$ cat config.mk
export PLATFORM = sky130hd
export DESIGN_NAME = arp_readout
export DESIGN_NICKNAME = d
export VERILOG_FILES = /design/src/design/arp_pkg.sv /design/src/design/arp_readout.sv /design/src/design/arp_sync.sv
export VERILOG_INCLUDE_DIRS = /design/src /design/src/design
export SDC_FILE = /design/constraint.sdc
export NUM_CORES = 1
export LEC_CHECK = 0
export ABC_AREA = 1
export ABC_CLOCK_PERIOD_IN_PS = 2800
export BUFFER_PORTS_ARGS = -buffer_cell sky130_fd_sc_hd__clkbuf_2
export CORE_UTILIZATION = 35
export CTS_CLUSTER_DIAMETER = 50
export DETAILED_ROUTE_END_ITERATION = 8
export PLACE_DENSITY_LB_ADDON = 0.25
export SLEW_MARGIN = 20
export SYNTH_ARGS = -nofsm -noshare
export SYNTH_HDL_FRONTEND = slang
export SYNTH_SLANG_ARGS = --single-unit
$ cat constraint.sdc
create_clock -name i_core_clk -period 2.8 [get_ports i_core_clk]
set_clock_uncertainty 0.2 [all_clocks]
set_input_delay 0.28 -clock i_core_clk [delete_from_list [all_inputs] [get_ports i_core_clk]]
set_output_delay 0.28 -clock i_core_clk [all_outputs]
set_load 0.005 [all_outputs]
$ cat src/design/arp_cfg.svh
`ifndef ARP_CFG_SVH
`define ARP_CFG_SVH

// ----------------------------------------------------------------------------
// Readout port constants
// ----------------------------------------------------------------------------

// Number of channels in one conversion set.
`define ARP_NUM_CHANNELS 8
// Bits in one channel result.
`define ARP_RESULT_BITS 16
// Channels carried by each serial line.
`define ARP_CH_PER_LINE 4
// Level of the interface select input that picks the 16-bit parallel mode.
`define ARP_IFSEL_PARALLEL 1'b0
// Level of the msb/byte select input that picks byte mode.
`define ARP_MSBSEL_BYTE 1'b1
// Standby level of the range input while power-down is requested.
`define ARP_RANGE_STANDBY 1'b1
// Serial clock falling edges after which the first-channel flag drops.
`define ARP_FLAG_SCLK_FALLS 5'h10

`endif

$ cat src/design/arp_pkg.sv
// ----------------------------------------------------------------------------
// Readout port types
// ----------------------------------------------------------------------------
package arp_pkg;

  // Interface mode decoded from the select pins.
  typedef enum logic [1:0]
  {
    ARP_MODE_PAR16  = 2'b00,
    ARP_MODE_BYTE   = 2'b01,
    ARP_MODE_SERIAL = 2'b10
  } arp_mode_t;

  // Power state decoded from standby and range.
  typedef enum logic [1:0]
  {
    ARP_PWR_ACTIVE   = 2'b00,
    ARP_PWR_STANDBY  = 2'b01,
    ARP_PWR_SHUTDOWN = 2'b10
  } arp_pwr_t;

  // Host strobes after synchronisation, with their edges.
  typedef struct packed
  {
    logic cs_n;
    logic cs_fall;
    logic cs_rise;
    logic rd_n;
    logic rd_fall;
    logic sclk_rise;
    logic sclk_fall;
  } arp_strobe_t;

  // Pin drive bundle for the result bus.
  typedef struct packed
  {
    logic [15:0] data;
    logic [15:0] oe;
  } arp_bus_t;

endpackage

$ cat src/design/arp_readout.sv
`timescale 1ns/1ps
`default_nettype none
`include "arp_cfg.svh"

module arp_readout
#(
  parameter int NUM_CH = `ARP_NUM_CHANNELS,
  parameter int RBITS  = `ARP_RESULT_BITS
)
(
  // Clock and reset
  input  wire logic                    i_core_clk,
  input  wire logic                    i_reset_n,
  // Conversion results, channel 1 in the lowest slice
  input  wire logic [NUM_CH*RBITS-1:0] i_results,
  // Host strobes, asynchronous to the core clock
  input  wire logic                    i_cs_n,
  input  wire logic                    i_rd_sclk,
  // Mode and power pins
  input  wire logic                    i_interface_select,
  input  wire logic                    i_msb_or_byte_select,
  input  wire logic                    i_byte_order_select,
  input  wire logic                    i_standby_n,
  input  wire logic                    i_range,
  // Result bus pins
  output logic [15:0]                  o_result_bus,
  output logic [15:0]                  o_result_bus_oe,
  // Serial lines, sharing result bus bits 7 and 8 on the package
  output logic                         o_serial_out_a,
  output logic                         o_serial_out_b,
  output logic                         o_serial_oe,
  // First-channel flag pin
  output logic                         o_first_channel_flag,
  output logic                         o_first_channel_flag_oe,
  // Power state
  output arp_pkg::arp_pwr_t            o_power_state
);

  // --------------------------------------------------------------------------
  // Pin synchronisation
  // --------------------------------------------------------------------------

  arp_pkg::arp_strobe_t stb;        // Synchronised strobes.
  logic                 rd_rise;    // Read/serial-clock rising edge.
  logic                 rd_fall;    // Read/serial-clock falling edge.
  logic                 rd_level;   // Read/serial-clock level.
  logic                 cs_level;   // Select level.
  logic                 cs_rise;    // Select rising edge.
  logic                 cs_fall;    // Select falling edge.

  arp_sync #(.RESET_LEVEL(1'b1)) u_cs_sync
  (
    .i_core_clk (i_core_clk),
    .i_reset_n  (i_reset_n),
    .i_pin      (i_cs_n),
    .o_level    (cs_level),
    .o_rise     (cs_rise),
    .o_fall     (cs_fall)
  );

  arp_sync #(.RESET_LEVEL(1'b1)) u_rd_sync
  (
    .i_core_clk (i_core_clk),
    .i_reset_n  (i_reset_n),
    .i_pin      (i_rd_sclk),
    .o_level    (rd_level),
    .o_rise     (rd_rise),
    .o_fall     (rd_fall)
  );

  assign stb = '{cs_n: cs_level, cs_fall: cs_fall, cs_rise: cs_rise, rd_n: rd_level,
                 rd_fall: rd_fall & ~cs_level, sclk_rise: rd_rise & ~cs_level,
                 sclk_fall: rd_fall & ~cs_level};

  // --------------------------------------------------------------------------
  // Mode and power decode
  // --------------------------------------------------------------------------

  // Select mode from interface select and the msb/byte select pin.
  wire arp_pkg::arp_mode_t mode =
    (i_interface_select == `ARP_IFSEL_PARALLEL) ? arp_pkg::ARP_MODE_PAR16 :
    (i_msb_or_byte_select == `ARP_MSBSEL_BYTE)  ? arp_pkg::ARP_MODE_BYTE  :
                                                  arp_pkg::ARP_MODE_SERIAL;

  // Power-down follows the pins directly, as it may happen at any time.
  assign o_power_state = i_standby_n ? arp_pkg::ARP_PWR_ACTIVE :
                         (i_range == `ARP_RANGE_STANDBY) ? arp_pkg::ARP_PWR_STANDBY :
                                                          arp_pkg::ARP_PWR_SHUTDOWN;

  // --------------------------------------------------------------------------
  // Frame sequencing state
  // --------------------------------------------------------------------------

  logic [4:0]  rd_count_q;   // Read falls seen in this frame; room for 16 byte reads and one more.
  logic [4:0]  rd_count_d;
  logic [4:0]  bit_count_q;  // Serial bit within the current channel.
  logic [4:0]  bit_count_d;
  logic [1:0]  ser_ch_q;     // Channel index within each serial line.
  logic [1:0]  ser_ch_d;
  logic [4:0]  sclk_falls_q; // Serial clock falls, saturating at the flag point.
  logic [4:0]  sclk_falls_d;
  logic        ser_shift;    // Shift request on serial clock rise.

  // Selects one channel result from the flattened input.
  function automatic logic [15:0] chan_word(input logic [NUM_CH*RBITS-1:0] all,
                                            input logic [4:0] idx);
    chan_word = all[idx*RBITS +: 16];
  endfunction

  // Serial bit shifts on each serial clock rise after the first bit.
  assign ser_shift = (mode == arp_pkg::ARP_MODE_SERIAL) & stb.sclk_rise;

  // Next-state of the counters; select fall starts every frame afresh.
  always_comb
  begin
    rd_count_d   = rd_count_q;
    bit_count_d  = bit_count_q;
    ser_ch_d     = ser_ch_q;
    sclk_falls_d = sclk_falls_q;
    if (stb.cs_fall)
    begin
      rd_count_d   = 5'h00;
      bit_count_d  = 5'h00;
      ser_ch_d     = 2'h0;
      sclk_falls_d = 5'h00;
    end
    else if (stb.rd_fall && mode != arp_pkg::ARP_MODE_SERIAL)
    begin
      // Saturate at 5'h1f so the count never wraps back to 1 and the flag stays low.
      if (rd_count_q != 5'h1f)
        rd_count_d = rd_count_q + 5'h01;
    end
    else if (ser_shift)
    begin
      if (bit_count_q == 5'h0f)
      begin
        bit_count_d = 5'h00;
        ser_ch_d    = ser_ch_q + 2'h1;
      end
      else
      begin
        bit_count_d = bit_count_q + 5'h01;
      end
    end
    if (!stb.cs_fall && stb.sclk_fall && mode == arp_pkg::ARP_MODE_SERIAL &&
        sclk_falls_q != `ARP_FLAG_SCLK_FALLS)
      sclk_falls_d = sclk_falls_q + 5'h01;
  end

  // Counter registers.
  always_ff @(posedge i_core_clk or negedge i_reset_n)
  begin
    if (!i_reset_n)
    begin
      rd_count_q   <= 5'h00;
      bit_count_q  <= 5'h00;
      ser_ch_q     <= 2'h0;
      sclk_falls_q <= 5'h00;
    end
    else
    begin
      rd_count_q   <= rd_count_d;
      bit_count_q  <= bit_count_d;
      ser_ch_q     <= ser_ch_d;
      sclk_falls_q <= sclk_falls_d;
    end
  end

  // --------------------------------------------------------------------------
  // Output data selection
  // --------------------------------------------------------------------------

  // Parallel: rd_count 1 is channel 1.
  wire [4:0]  par_idx   = rd_count_q - 5'h01;
  wire [15:0] par_word  = chan_word(i_results, par_idx);
  // Byte mode: two reads per channel, order from the byte order pin.
  wire [4:0]  byte_idx  = 5'((rd_count_q - 5'h01) >> 1);
  wire        second_b  = ~rd_count_q[0];
  wire [15:0] byte_word = chan_word(i_results, byte_idx);
  wire        send_high = i_byte_order_select ^ second_b;
  wire [7:0]  byte_out  = send_high ? byte_word[15:8] : byte_word[7:0];
  // Serial: line A channels 1-4, line B channels 5-8, MSB first.
  wire [15:0] word_a    = chan_word(i_results, {3'b000, ser_ch_q});
  wire [15:0] word_b    = chan_word(i_results, 5'(`ARP_CH_PER_LINE) + {3'b000, ser_ch_q});
  wire [3:0]  bit_sel   = 4'(5'h0f - bit_count_q);

  // Parallel reads are valid only for channels that exist.
  wire        valid_rd  = (rd_count_q != 5'h00) &&
                          (mode == arp_pkg::ARP_MODE_BYTE ? byte_idx < 5'(NUM_CH)
                                                          : par_idx < 5'(NUM_CH));
  wire        bus_en    = ~stb.cs_n & ~stb.rd_n & valid_rd;

  arp_pkg::arp_bus_t bus_d;   // Next pin bundle.
  arp_pkg::arp_bus_t bus_q;   // Registered pin bundle.
  logic              sa_q;    // Serial line A.
  logic              sb_q;    // Serial line B.
  logic              soe_q;   // Serial lines enable.

  // Drive pattern per mode; bit 8 never driven in byte mode.
  always_comb
  begin
    bus_d = '{data: 16'h0000, oe: 16'h0000};
    if (bus_en && mode == arp_pkg::ARP_MODE_PAR16)
      bus_d = '{data: par_word, oe: 16'hffff};
    else if (bus_en && mode == arp_pkg::ARP_MODE_BYTE)
      bus_d = '{data: {8'h00, byte_out}, oe: 16'h00ff};
  end

  // Pin registers; select high floats everything.
  always_ff @(posedge i_core_clk or negedge i_reset_n)
  begin
    if (!i_reset_n)
    begin
      bus_q <= '{data: 16'h0000, oe: 16'h0000};
      sa_q  <= 1'b0;
      sb_q  <= 1'b0;
      soe_q <= 1'b0;
    end
    else
    begin
      bus_q <= bus_d;
      sa_q  <= word_a[bit_sel];
      sb_q  <= word_b[bit_sel];
      soe_q <= ~stb.cs_n & (mode == arp_pkg::ARP_MODE_SERIAL);
    end
  end

  assign o_result_bus    = bus_q.data;
  assign o_result_bus_oe = bus_q.oe;
  assign o_serial_out_a  = sa_q;
  assign o_serial_out_b  = sb_q;
  assign o_serial_oe     = soe_q;

  // --------------------------------------------------------------------------
  // First-channel flag
  // --------------------------------------------------------------------------

  logic flag_q;     // Flag level.
  logic flag_oe_q;  // Flag drive enable.

  // Flag value per mode, from the counters of the frame.
  wire flag_d =
    (mode == arp_pkg::ARP_MODE_PAR16)  ? (rd_count_d == 5'h01) :
    (mode == arp_pkg::ARP_MODE_BYTE)   ? (rd_count_d == 5'h01 || rd_count_d == 5'h02) :
                                         (sclk_falls_d != `ARP_FLAG_SCLK_FALLS);

  // Enable on select fall, float on select rise.
  always_ff @(posedge i_core_clk or negedge i_reset_n)
  begin
    if (!i_reset_n)
    begin
      flag_q    <= 1'b0;
      flag_oe_q <= 1'b0;
    end
    else
    begin
      flag_q    <= flag_d & ~stb.cs_n;
      if (stb.cs_fall)
        flag_oe_q <= 1'b1;
      else if (stb.cs_rise)
        flag_oe_q <= 1'b0;
    end
  end

  assign o_first_channel_flag    = flag_q;
  assign o_first_channel_flag_oe = flag_oe_q;

endmodule

`default_nettype wire

$ cat src/design/arp_sync.sv
`timescale 1ns/1ps
`default_nettype none

// ----------------------------------------------------------------------------
// Three-stage synchroniser with edge detection
// ----------------------------------------------------------------------------
// The first stage is read only by the second; a change counts once the
// second and third stages agree on a new level.
module arp_sync
#(
  parameter logic RESET_LEVEL = 1'b1
)
(
  // Clock and reset
  input  wire logic i_core_clk,
  input  wire logic i_reset_n,
  // Asynchronous pin
  input  wire logic i_pin,
  // Filtered level and edges
  output logic      o_level,
  output logic      o_rise,
  output logic      o_fall
);

  logic [2:0] stage_q;  // Metastability chain.
  logic       level_q;  // Accepted level.

  // Shift the pin through three flops.
  always_ff @(posedge i_core_clk or negedge i_reset_n)
  begin
    if (!i_reset_n)
      stage_q <= {3{RESET_LEVEL}};
    else
      stage_q <= {stage_q[1:0], i_pin};
  end

  // Accept a new level when stages two and three agree.
  wire agree = (stage_q[1] == stage_q[2]);

  always_ff @(posedge i_core_clk or negedge i_reset_n)
  begin
    if (!i_reset_n)
      level_q <= RESET_LEVEL;
    else if (agree)
      level_q <= stage_q[2];
  end

  assign o_level = level_q;
  assign o_rise  = agree & stage_q[2] & ~level_q;
  assign o_fall  = agree & ~stage_q[2] & level_q;

endmodule

`default_nettype wire

Yosys cells after proc, flatten, opt, wreduce, memory -nomap -nowiden

Index checks and enable logic that the tools add are counted.

Add/subtract/negate cells: 7
Multipliers: 0
Div/mod/pow operators: 0
Magnitude comparators: 3
Equal/unequal tests: 12
Shifts and indexed selects: 4
Multiplexer cells: 29
Bitwise gates (word level): 21
Reduce and logical (&&, ||, !) cells: 16

Operators with widths:

| kind                                                                 | number |
|---|---|
| 128-bit by 9-bit variable part select with 16-bit output             | 2 |
| 128-bit by 10-bit variable part select with 16-bit output            | 1 |
| 128-bit by 7-bit variable part select with 16-bit output             | 1 |
| 5-bit two-way mux                                                    | 9 |
| 32-bit two-way mux                                                   | 1 |
| 24-bit two-way mux                                                   | 1 |
| 2-bit two-way mux                                                    | 8 |
| 5-bit by 1-bit adder with 5-bit output, second input constant        | 3 |
| 1-bit AND                                                            | 15 |
| 5-bit inequality test, second input constant                         | 3 |
| 1-bit binary-select mux with 4-bit select                            | 2 |
| 8-bit two-way mux                                                    | 1 |
| 1-bit logical AND                                                    | 7 |
| 1-bit two-way mux                                                    | 7 |
| 2-bit nonzero test                                                   | 3 |
| 5-bit by 1-bit == test with 1-bit output, second input constant      | 1 |
| 5-bit by 2-bit == test with 1-bit output, second input constant      | 1 |
| 5-bit by 4-bit == test with 1-bit output, second input constant      | 1 |
| 4-bit by 5-bit < comparator with 1-bit output, second input constant | 1 |
| 5-bit by 4-bit < comparator with 1-bit output, second input constant | 1 |
| 1-bit inverter                                                       | 5 |
| 5-bit nonzero test                                                   | 1 |
| 5-bit by 1-bit subtractor with 5-bit output, second input constant   | 1 |
| 3-bit by 2-bit adder with 4-bit output, first input constant         | 1 |
| 13 further kinds                                                     | 15 |

Register bits after elaboration: 62
Bits in latches: 0
RAM bits: 0
Memory bits (read-only): 0
Output and inout port bits: 39
Memories kept: 0

Longest topological paths before layout

Gate-level depths: netlist of the first run.

Depth in word-level cells: 12
Depth in mapped cells: 16
Gate-level depth less buffers: 13

Hierarchy

From an unflattened synthesis of the first run, not the netlist that was laid out.

Cell total of the unflattened synthesis: 983
Area, all modules: 5670.4 um^2

Modules (own cells, without submodules):

| module      | times used | cells each | area an instance (um^2) | seq. area each (um^2) |
|---|---|---|---|---|
| arp_readout | 1          | 951        | 5335.1                  | 1001.0 |
| arp_sync    | 2          | 16         | 167.7                   | 105.1 |

Least setup slack after synthesis of the first run

No wires, ideal clock.

Kind: register -> register
Start: register rd_count_q[0]
End: register bus_q (netlist bit o_result_bus[4])
Setup time: 116 ps
Arrival time: 2139 ps
Required time: 2484 ps
Setup slack: 344 ps
Stages on the path, launching flop included: 16
Path buffers: 5
Path through: dfrtp_1 > buf_4 > inv_4 > clkbuf_1 > ha_1 > buf_2 > buf_4 > buf_2 > o21ai_0 > nand2_1 > o21ai_0 > nand2_1 > nand3_1 > nand2_1 > nand2_1 > nand2_1

RTL lines:

| item                   | RTL line           | source |
|---|---|---|
| start, declared        | arp_readout.sv:94  | `logic [4:0] rd_count_q;` |
| start signal, assigned | arp_readout.sv:162 | `rd_count_q <= rd_count_d;` |
| end signal, assigned   | arp_readout.sv:214 | `bus_q <= '{data: 16'h0000, oe: 16'h0000};` |
| end signal, assigned   | arp_readout.sv:221 | `bus_q <= bus_d;` |
| end, declared          | arp_readout.sv:194 | `arp_pkg::arp_bus_t bus_q;` |

Worst setup path in the final report of the first run

Start: register rd_count_q[0]
End: register flag_q (netlist: o_first_channel_flag)

Word-level cells in the longest chain between the ends: 9
Elaborated cells on any way between the ends: 11
Classes of those cells: 1 x add/sub; 3 x eq/ne; 5 x mux; 1 x bitwise; 1 x reduce/logical

Ends and longest elaborated chain:

| item                                                                                                        | RTL line                               | source |
|---|---|---|
| 5-bit by 1-bit adder with 5-bit output / 5-bit inequality test (equally long branches)                      | arp_readout.sv:131, arp_readout.sv:130 |  |
| 5-bit two-way mux                                                                                           | arp_readout.sv:130                     | `if (rd_count_q != 5'h1f)` |
| 5-bit two-way mux (*)                                                                                       | arp_readout.sv:127                     | `else if (stb.rd_fall && mode != arp_pkg::ARP_MODE_SERIAL)` |
| 5-bit two-way mux (*)                                                                                       | arp_readout.sv:120                     | `if (stb.cs_fall)` |
| via rd_count_d[0]                                                                                           | arp_readout.sv:95                      | `logic [4:0] rd_count_d;` |
| 5-bit by 1-bit == test with 1-bit output / 5-bit by 2-bit == test with 1-bit output (equally long branches) | arp_readout.sv:243, arp_readout.sv:244 |  |
| 1-bit logical OR                                                                                            | arp_readout.sv:244                     | `(mode == arp_pkg::ARP_MODE_BYTE) ? (rd_count_d == 5'h01 \|\| rd_count_d == 5'h02) :` |
| 1-bit two-way mux                                                                                           | arp_readout.sv:244                     |  |
| 1-bit two-way mux (*)                                                                                       | arp_readout.sv:243                     | `(mode == arp_pkg::ARP_MODE_PAR16) ? (rd_count_d == 5'h01) :` |
| 1-bit AND (*)                                                                                               | arp_readout.sv:257                     | `flag_q <= flag_d & ~stb.cs_n;` |
| end signal, assigned                                                                                        | arp_readout.sv:257                     |  |
| end, declared                                                                                               | arp_readout.sv:238                     | `logic flag_q;` |

The timed path passes the listed nets; every way through them passes the cells marked *.
A chain may end at the register's enable or synchronous reset.

==> flow_summary.json, run 1 <==
{
  "wire_per_inst_um": 15.7,
  "synthArstFlopShare_pct": 100,
  "fillers": 1737,
  "cts_max_level": 2,
  "syn_avg_cell_area_um2": 5.72,
  "yosys.area.top_type_share_pct": 17.2,
  "diodes": 0,
  "cts_buffers": 5,
  "fin_tns_setup_ps": 0,
  "grt_pass1_wl_um": 33100,
  "layout_common_cells": "nand2_1, o21ai_0, clkbuf_2",
  "max_freq_ghz": 0.421,
  "critPathLaunchType": "flop",
  "track_usage_pct": 25.0,
  "coreArea_mm2": 0.0161,
  "insertion_delay_ps": 290,
  "dr_total_vias": 7193,
  "fp.dieW_um": 131,
  "globalRouteOverflowTotal": 0,
  "post-dp-hpwl_um": 15800,
  "synth_area_leaders": "dfrtp_1, o21ai_0, nand2_1, nor2_1, a21oi_1",
  "yosysWarningCount": 0,
  "worstHoldPathType": "primary input to flop",
  "synth_xor_area_share_pct": 1.95,
  "synth_edf_count": 0,
  "synth_top_family_by_area": "simple AND/OR/NAND/NOR gates",
  "muxShareOfSynthArea_pct": 1.55,
  "wl_um": 21300,
  "syn_nets": 1165,
  "period_minus_slack_ps": 2370,
  "synth_cell_types": 44,
  "holdWs_ps": 118,
  "drtAntennaViolNets": 0,
  "layout-drive-gt1-share_pct": 21.2,
  "worstPathMaxFanout": 61,
  "grt_pass1_vias": 6379,
  "critPathKind": "flop to flop",
  "hold_viol": 0,
  "drt_first_pass_iters": 5,
  "p_leak_uw": 0.00352,
  "synth-compound-area-share_pct": 27.2,
  "postCtsSetupRepairBufs": 0,
  "synth_cells": 1019,
  "antenna_found_initial": 0,
  "initial_core_util_pct": 36.3,
  "top_usage_layer": "met2",
  "grt_max_degree": 116,
  "ir_drop_mv": 0.652,
  "powerDensity_mw_per_mm2": 1010,
  "final_cells": 1362,
  "endpoint_kind": "flop",
  "met1_usage_pct": 35.0,
  "gp_congestion": 0.868,
  "synth_top_area_cell": "dfrtp_1",
  "outcome": "completed",
  "clk_pin_slew_ps": 70,
  "synth_area_mm2": 0.00583,
  "die_h_um": 131,
  "cp.required_ps": 2830,
  "synth_flop_cell": "dfrtp_1",
  "use_met3_pct": 2.69,
  "io_pins": 176,
  "maxSlewViolCount": 0,
  "nets": 1291,
  "min_period_over_period_pct": 84.8,
  "grt_util_met2_pct": 41.9,
  "cts_tree": "done",
  "slew_headroom_pct": 45.0,
  "arrival_ps": 2400,
  "synth_seq_cells": 48,
  "drv_cap": 0,
  "rows": 46,
  "area_growth_pct": 19.8,
  "cts_max_path_buffers": 2,
  "drtIter0Drc": 731,
  "cts.sinks": 48,
  "post-place-cells": 1351,
  "layout_commonest_cell": "nand2_1",
  "port_buffers": 175,
  "yosys.area_share.simple_pct": 34.0,
  "root_buffer": "clkbuf_16",
  "remaining_drc_errors": 0,
  "dieArea_mm2": 0.0172,
  "worst_pin_slew_ps": 825,
  "setup_violations": 0,
  "reg2reg_slack_ps": 430,
  "ys_seq_area_share_pct": 20.8,
  "post_drt_via_cell_ratio": 5.28,
  "rsz0062_at_grt": "false",
  "synthAdderAreaFrac_pct": 1.93
}
-- report_power, final --
part / internal (µW) / switching (µW)
Combinational: 1860 / 3440
Sequential: 847 / 171
Clock: 425 / 292
-- through the flow --
step,total power [µW],cell area [µm²],utilization [%],worst slack (ps)
2_1_floorplan,4920,5830,-,344
3_3_place_gp,6220,6780,42.2,552
3_5_place_dp,6250,6780,42.2,483
4_1_cts,7000,6980,43.5,457
5_1_grt,7780,6980,43.5,243
6_report,7040,6980,43.5,426
-- Yosys cell counts, types with 2 or more instances --
library cell and number:
a211oi_1 6, a21oi_1 86, a31oi_1 7, buf_2 27, buf_4 27, clkbuf_1 27
clkinv_1 2, dfrtp_1 40, dfstp_2 8, ha_1 9, inv_1 65, inv_2 4
mux2_2 8, nand2_1 225, nand3_1 70, nand4_1 2, nor2_1 156, nor2_2 2
nor3_1 14, o211ai_1 2, o21ai_0 186, o21ai_1 6, o22ai_1 8, or2_0 5
or2_2 2, xnor2_1 4, xor2_1 4
-- critical path, stage by stage (launching register included) --
cell and delay [ps]:
dfrtp_2 380, buf_4 520, ha_1 330, nand3_1 120, nor2_1 120, nor2_1 70, nor2_1 100, nor2_1 90
nor2_1 100, nand2_1 50, nand2_1 70, nand2_1 60, nor2_1 90
-- logic make-up after synthesis --
| group | Yosys count |
|---|---|
| buffers and inverters | 156 |
| flip-flops | 48 |
| adder cells (fa/ha/maj) | 9 |
| AO/OA/AOI/OAI | 305 |
| XOR/XNOR | 10 |
| multiplexers | 8 |
| AND/OR/NAND/NOR | 483 |
-- final cells by class --
cell class / count / area, µm² / share of cell area, %
Sequential cell: 48 / 1210 / 17.4
Tap cell: 216 / 270 / 3.87
Clock buffer: 5 / 125 / 1.79
Clock inverter: 3 / 47.5 / 0.681
Multi-Input combinational cell: 815 / 3910 / 56.0
Inverter: 73 / 278 / 3.98
Timing Repair Buffer: 202 / 1140 / 16.3
-- path summary, 6_finish.rpt --
kind | start | end | cells past startpoint
min in group asynchronous | i_reset_n | o_serial_out_b$_DFF_PN0_ | 2
max in group asynchronous | i_reset_n | o_result_bus[9]$_DFF_PN0_ | 3
setup reg to reg | rd_count_q[0]$_DFF_PN0_ | o_first_channel_flag$_DFF_PN0_ | 12
hold reg to reg | u_rd_sync.stage_q[0]$_DFF_PN1_ | u_rd_sync.stage_q[1]$_DFF_PN1_ | 0
hold / removal | i_interface_select | o_serial_oe$_DFF_PN0_ | 3
setup / recovery | rd_count_q[0]$_DFF_PN0_ | o_first_channel_flag$_DFF_PN0_ | 12
-- repair_timing --
action / in CTS / in global routing
hold endpoints to repair: 30 / 0
resized for setup: 0 / 0
hold buffers: 3 / 0
-- registers in the layout, indices dropped and copies added, names as in the netlist, 2 cells and up --
name,flops
o_result_bus,16
bit_count_q,5
rd_count_q,5
sclk_falls_q,5
u_cs_sync.stage_q,3
u_rd_sync.stage_q,3
o_result_bus_oe,2
ser_ch_q,2
-- routing by layer --
layer	vias to the layer above	share of wire, %
met1	3280	45
li1	3613	-
met4	0	1.3
met3	19	7.2
met5	-	0
met2	281	47
Note: power is estimated with default switching activity, not from simulation.
==> run 2: changes to the inputs <==
- ABC_CLOCK_PERIOD_IN_PS: 2800 -> 1900
- clock period: 2.8 -> 1.9 ns (I/O delays scaled with it)
==> run 2 against run 1 <==
  * The run now ends with negative setup slack left
  * Non-clock buffer count increased by 69
  * Setup slack got worse by 610 ps
  * Global-route usage increased by 0.43 points
  * Wire length increased by 12%
  * Sequential power increased by 43%
  * Register-to-register slack got worse by 610 ps
  * Cell count increased by 5.1%
  * Die area unchanged
  * Via count increased by 7.4%
  * Clock power increased by 36%
  * Critical path type unchanged
  * Highest routed layer unchanged
==> flow_summary.json, run 2 (synthesis results as in run 1) <==
{
  "drtAntennaViolNets": 0,
  "setup_ws_ps": -184,
  "die_h_um": 131,
  "pwr-share-clk_pct": 7.6,
  "worstHoldPathType": "primary input to flop",
  "fillers": 1687,
  "ir_drop_mv": 0.774,
  "post_drt_via_cell_ratio": 5.40,
  "grt_pass1_wl_um": 33700,
  "largest_register_ffs": 16,
  "drv_cap": 0,
  "wl_met1_um": 10100,
  "wl_um": 23900,
  "top_layer": "met4",
  "layout-drive-gt1-share_pct": 29.3,
  "coreArea_mm2": 0.0161,
  "globalRouteOverflowTotal": 0,
  "setup_violations": 16,
  "dr_wl_met3_um": 2230,
  "gp_congestion": 0.884,
  "remaining_drc_errors": 0,
  "nets": 1361,
  "drt_first_pass_iters": 7,
  "rsz0062_at_grt": "true",
  "cts_tree": "done",
  "p_sw_share_pct": 52.6,
  "initial_core_util_pct": 36.3,
  "min_period_over_period_pct": 110,
  "area_growth_pct": 36.5,
  "endpoint_kind": "flop",
  "met2_length_um": 11100,
  "cts_max_level": 2,
  "powerDensity_mw_per_mm2": 1600,
  "cts_buffers": 5,
  "p_total_uw": 12700,
  "io_pins": 176,
  "outcome": "finished, violations left",
  "power.net_switching_uw": 6700,
  "max_freq_ghz": 0.480,
  "grt_pass1_vias": 6557,
  "critPathLaunchType": "flop",
  "hold_viol": 0,
  "violations": "negative setup slack",
  "diodes": 0,
  "worstPathMaxFanout": 16,
  "root_buffer": "clkbuf_16",
  "worst_pin_slew_ps": 401,
  "drtIter0Drc": 679,
  "maxSlewViolCount": 0,
  "cts.sinks": 48,
  "cts_max_path_buffers": 2,
  "cp.required_ps": 1890,
  "preCtsSetupSlack_ps": -139,
  "insertion_delay_ps": 290,
  "grt_max_degree": 66,
  "p_leak_uw": 0.00399,
  "layout_common_cells": "nand2_1, clkbuf_2, nor2_1",
  "antenna_found_initial": 0,
  "dr_total_vias": 7728,
  "pwr-share-comb_pct": 80.9,
  "holdWs_ps": 21.5,
  "critPathKind": "flop to flop",
  "slew_headroom_pct": 73.2,
  "layout_commonest_cell": "nand2_1",
  "dieArea_mm2": 0.0172,
  "finalCoreUtilization_pct": 49.5,
  "fp.dieW_um": 131,
  "arrival_ps": 2080,
  "pwr-share-seq_pct": 11.5,
  "wire_per_inst_um": 16.7,
  "post-dp-hpwl_um": 16600,
  "port_buffers": 175,
  "track_usage_pct": 25.4,
  "period_minus_slack_ps": 2080,
  "intPower_uw": 6050,
  "clk_pin_slew_ps": 70,
  "rows": 46
}
-- run 2: critical path: stages, from the launching register on --
cell and delay, ps:
dfrtp_2 410, inv_6 40, ha_4 350, buf_4 190, clkbuf_16 190, a21oi_1 50
o21ai_1 100, o21ai_1 80, mux2_2 260, nand2_1 50, nand2_1 50
-- run 2: final timing paths --
kind / endpoint / depth (start not counted) / start / slack [ps]
worst max-delay path: o_result_bus[3]$_DFF_PN0_ / 10 / rd_count_q[0]$_DFF_PN0_ / -180
worst min-delay path: o_serial_oe$_DFF_PN0_ / 4 / i_msb_or_byte_select / 20
worst max register to register: o_result_bus[3]$_DFF_PN0_ / 10 / rd_count_q[0]$_DFF_PN0_ / -180
worst min register to register: u_cs_sync.stage_q[1]$_DFF_PN1_ / 0 / u_cs_sync.stage_q[0]$_DFF_PN1_ / 160
max in group asynchronous: u_rd_sync.o_level$_DFFE_PN1N_ / 3 / i_reset_n / 710
min in group asynchronous: o_result_bus[11]$_DFF_PN0_ / 2 / i_reset_n / 170
-- run 2: power by group through the flow --
stage                     clock, µW  combinational, µW  sequential, µW
final                           975              10300            1460
after global routing           1030              11200            1490
after CTS                       991               9020            1440
after detailed placement          0               8580            1460
after global placement            0               8510            1460
after floorplan                   0               6160            1380
-- run 2: area by class of cell --
class	count	area (µm²)	share of cell area [%]
flip-flops and latches	48	1210	15.3
inverters	73	295	3.71
repair buffers	271	1940	24.4
repair inverters	1	8.76	0.110
clock inverters	2	13.8	0.173
multi-input cells	815	4070	51.2
well taps	216	270	3.40
clock buffers	6	139	1.75
-- run 2: per-layer routing --
layer,vias to the layer above,GRT usage [%]
met1,3507,34.9
met4,0,6.02
li1,3750,-
met3,45,3.14
met2,426,42.4
met5,-,0
-- run 2: what timing repair did --
action,CTS,global route
endpoints found under the setup margin,15,23
hold buffers,3,0
pin swaps,6,8
resized for setup,30,52
hold endpoints to repair,42,0
cloned,1,11
setup buffers,1,5
-- run 2: through the flow --
stage	std cells	cell area, µm²	TNS (ps)
finish	1432	7950	-1660
global placement	1403	7280	-848
detailed placement	1403	7280	-1130
CTS	1416	7570	-1040
floorplan	1019	5910	-3280
global route	1432	7950	-3500
==> run 3: changes to the inputs <==
- ABC_AREA: 1 -> unset
- GPL_ROUTABILITY_DRIVEN: unset -> 0
==> run 3 against run 2 <==
  * The flow still finishes with violations (negative setup slack)
  * Clock-buffer cell count decreased by 1
  * Setup slack got worse by 360 ps
  * Sequential share of layout area decreased by 0.10 points
  * Register-to-register slack got worse by 360 ps
  * Critical endpoint is now o_result_bus[0]$_DFF_PN0_
  * Largest power group unchanged
==> flow_summary.json, run 3 <==
{
  "track_usage_pct": 24.5,
  "yosysWarningCount": 0,
  "arrival_ps": 2410,
  "root_buffer": "clkbuf_16",
  "clk_pin_slew_ps": 80,
  "layout_common_cells": "clkbuf_2, buf_4, mux4_2",
  "setup_violations": 20,
  "maxSlewViolCount": 0,
  "cp_slowest_stage_delay_ps": 440,
  "worstHoldPathType": "primary input to flop",
  "pwr-share-clk_pct": 10.4,
  "synth_area_leaders": "mux4_2, dfrtp_1, nand2_1, dfstp_2, a21oi_1",
  "rows": 44,
  "intPower_uw": 6170,
  "syn_nets": 604,
  "syn_avg_cell_area_um2": 11.5,
  "powerDensity_mw_per_mm2": 1290,
  "area_growth_pct": 52.6,
  "synthArstFlopShare_pct": 100,
  "drt_first_pass_iters": 5,
  "hold_viol": 0,
  "p_total_uw": 10300,
  "coreArea_mm2": 0.0146,
  "ys_seq_area_share_pct": 23.0,
  "io_pins": 176,
  "grt_pass1_wl_um": 29500,
  "initial_core_util_pct": 36.0,
  "critPathLaunchType": "flop",
  "cts_tree": "done",
  "preCtsSetupSlack_ps": -510,
  "period_minus_slack_ps": 2440,
  "synth_flop_cell": "dfrtp_1",
  "timing.critical_path.slowest_stage_cell": "dfrtp_2",
  "cts_buffers": 5,
  "drv_cap": 0,
  "diodes": 0,
  "cts_max_path_buffers": 2,
  "endpoint_kind": "flop",
  "worstPathMaxFanout": 7,
  "layout_commonest_cell": "clkbuf_2",
  "reg2reg_slack_ps": -540,
  "remaining_drc_errors": 0,
  "power.net_switching_uw": 4180,
  "max_freq_ghz": 0.410,
  "post-dp-hpwl_um": 14300,
  "cp_cell_sequence": "clkinv_8, ha_4, buf_12, xor2_4, buf_12, buf_12, mux4_2, nand2_1, a21oi_1, or3_1",
  "nets": 892,
  "cp.required_ps": 1870,
  "wire_per_inst_um": 21.1,
  "antenna_found_initial": 0,
  "synth_seq_cells": 48,
  "synth_cells": 458,
  "cpMostUsedCell": "buf_12",
  "pwr-share-seq_pct": 12.6,
  "grt_max_degree": 36,
  "globalRouteOverflowTotal": 0,
  "slew_headroom_pct": 40.6,
  "ir_drop_mv": 0.656,
  "cts.sinks": 48,
  "grt_pass1_vias": 5467,
  "die_h_um": 125,
  "yosys-top-cells-count": "mux4_2, nand2_1, dfrtp_1, a21oi_1, nor2_1",
  "outcome": "finished, violations left",
  "drtAntennaViolNets": 0,
  "min_period_over_period_pct": 128,
  "synth_edf_count": 0,
  "p_leak_uw": 0.00361,
  "violations": "negative setup slack",
  "pwr-share-comb_pct": 77.0,
  "synth_top_area_cell": "mux4_2",
  "finalCoreUtilization_pct": 55.0,
  "setup_ws_ps": -541,
  "fp.dieW_um": 125,
  "insertion_delay_ps": 300,
  "worst_pin_slew_ps": 887,
  "drtIter0Drc": 488,
  "dr_total_vias": 5546,
  "dieArea_mm2": 0.0155,
  "p_sw_share_pct": 40.4,
  "cts_max_level": 2,
  "critPathKind": "flop to flop",
  "synth_most_common_cell": "mux4_2",
  "rsz0062_at_grt": "true",
  "port_buffers": 175,
  "wl_um": 19600,
  "post_drt_via_cell_ratio": 5.96,
  "layout-drive-gt1-share_pct": 68.8,
  "synth_cell_types": 58,
  "synth_area_mm2": 0.00526,
  "largest_register_ffs": 16,
  "yosys.area.top_type_share_pct": 38.1
}
[run 3: changes by cell type after synthesis, sizes merged, moves of 13 or more]
cell	previous run	this run
nand3	71	9
clkbuf	27	14
nand2	227	64
o21ai	192	13
a21oi	87	34
buf	56	38
mux4	0	94
nor2	158	24
inv	70	11
[run 3: metal layers]
metal	part of all wire (%)	track usage (%)
met4	2.5	8.01
met3	7.3	3.44
met5	0	0
met2	50	41.1
met1	40	32.6
[run 3: final timing paths]
path / startpoint / end / cells after the start
max in group asynchronous: i_reset_n / ser_ch_q[0]$_DFFE_PN0P_ / 3
max reg2reg: rd_count_q[0]$_DFF_PN0_ / o_result_bus[0]$_DFF_PN0_ / 10
max: rd_count_q[0]$_DFF_PN0_ / o_result_bus[0]$_DFF_PN0_ / 10
min: i_interface_select / o_serial_oe$_DFF_PN0_ / 3
min reg2reg: u_rd_sync.stage_q[0]$_DFF_PN1_ / u_rd_sync.stage_q[1]$_DFF_PN1_ / 0
min in group asynchronous: i_reset_n / o_first_channel_flag$_DFF_PN0_ / 2
[run 3: power groups by stage]
stage	logic, µW	clock network [µW]	registers, µW
after floorplan	4850	0	1280
after global routing	8450	1120	1320
after global placement	6750	0	1310
final	7970	1070	1300
after CTS	7620	1090	1300
after detailed placement	6820	0	1320
[run 3: repair_timing]
action,in CTS,in global routing
endpoints found under the setup margin,26,35
setup buffers,17,20
pin swaps,13,20
gates cloned,4,0
resized for setup,41,53
endpoints found under the hold margin,25,0
hold buffers,3,0
[run 3: per-stage QoR]
step | area (µm²) | setup TNS, ps | hold slack [ps] | cells
finish | 8020 | -7890 | 45.8 | 931
global route | 8020 | -9690 | 55.1 | 931
CTS | 7720 | -7490 | 45.6 | 917
detailed placement | 7140 | -8070 | -57.5 | 887
global placement | 7140 | -7340 | -69.6 | 887
floorplan | 5420 | -12010 | -306 | 458
[run 3: worst max-delay path: cells and delay by family, from the launching register on]
family,cells,cell delay [ps]
buf+inv,4,470
simple gates,2,470
flops,1,440
mux,1,350
fa+ha+maj,1,170
xor+xnor,1,150
compound gates,1,60
[run 3: layout make-up]
| class | count | area [µm²] |
|---|---|---|
| clock buffers | 5 | 125 |
| clock inverters | 3 | 46.3 |
| fillers | 1255 | 6570 |
| inverters | 12 | 62.6 |
| multi-input cells | 347 | 4000 |
| flip-flops and latches | 48 | 1220 |
| well taps | 184 | 230 |
| repair buffers | 332 | 2340 |
[run 3: cells by family (layout without fill, tap and decap cells)]
logic type      count (synthesis)  after routing  share of synthesized area (%)
fa+ha+maj                       9              9                           2.14
compound gates                 81             81                           9.69
mux                           105            105                           42.7
buf+inv                        64            352                           7.62
xor+xnor                        8              8                           1.62
flops                          48             48                           23.0
simple gates                  143            144                           13.1
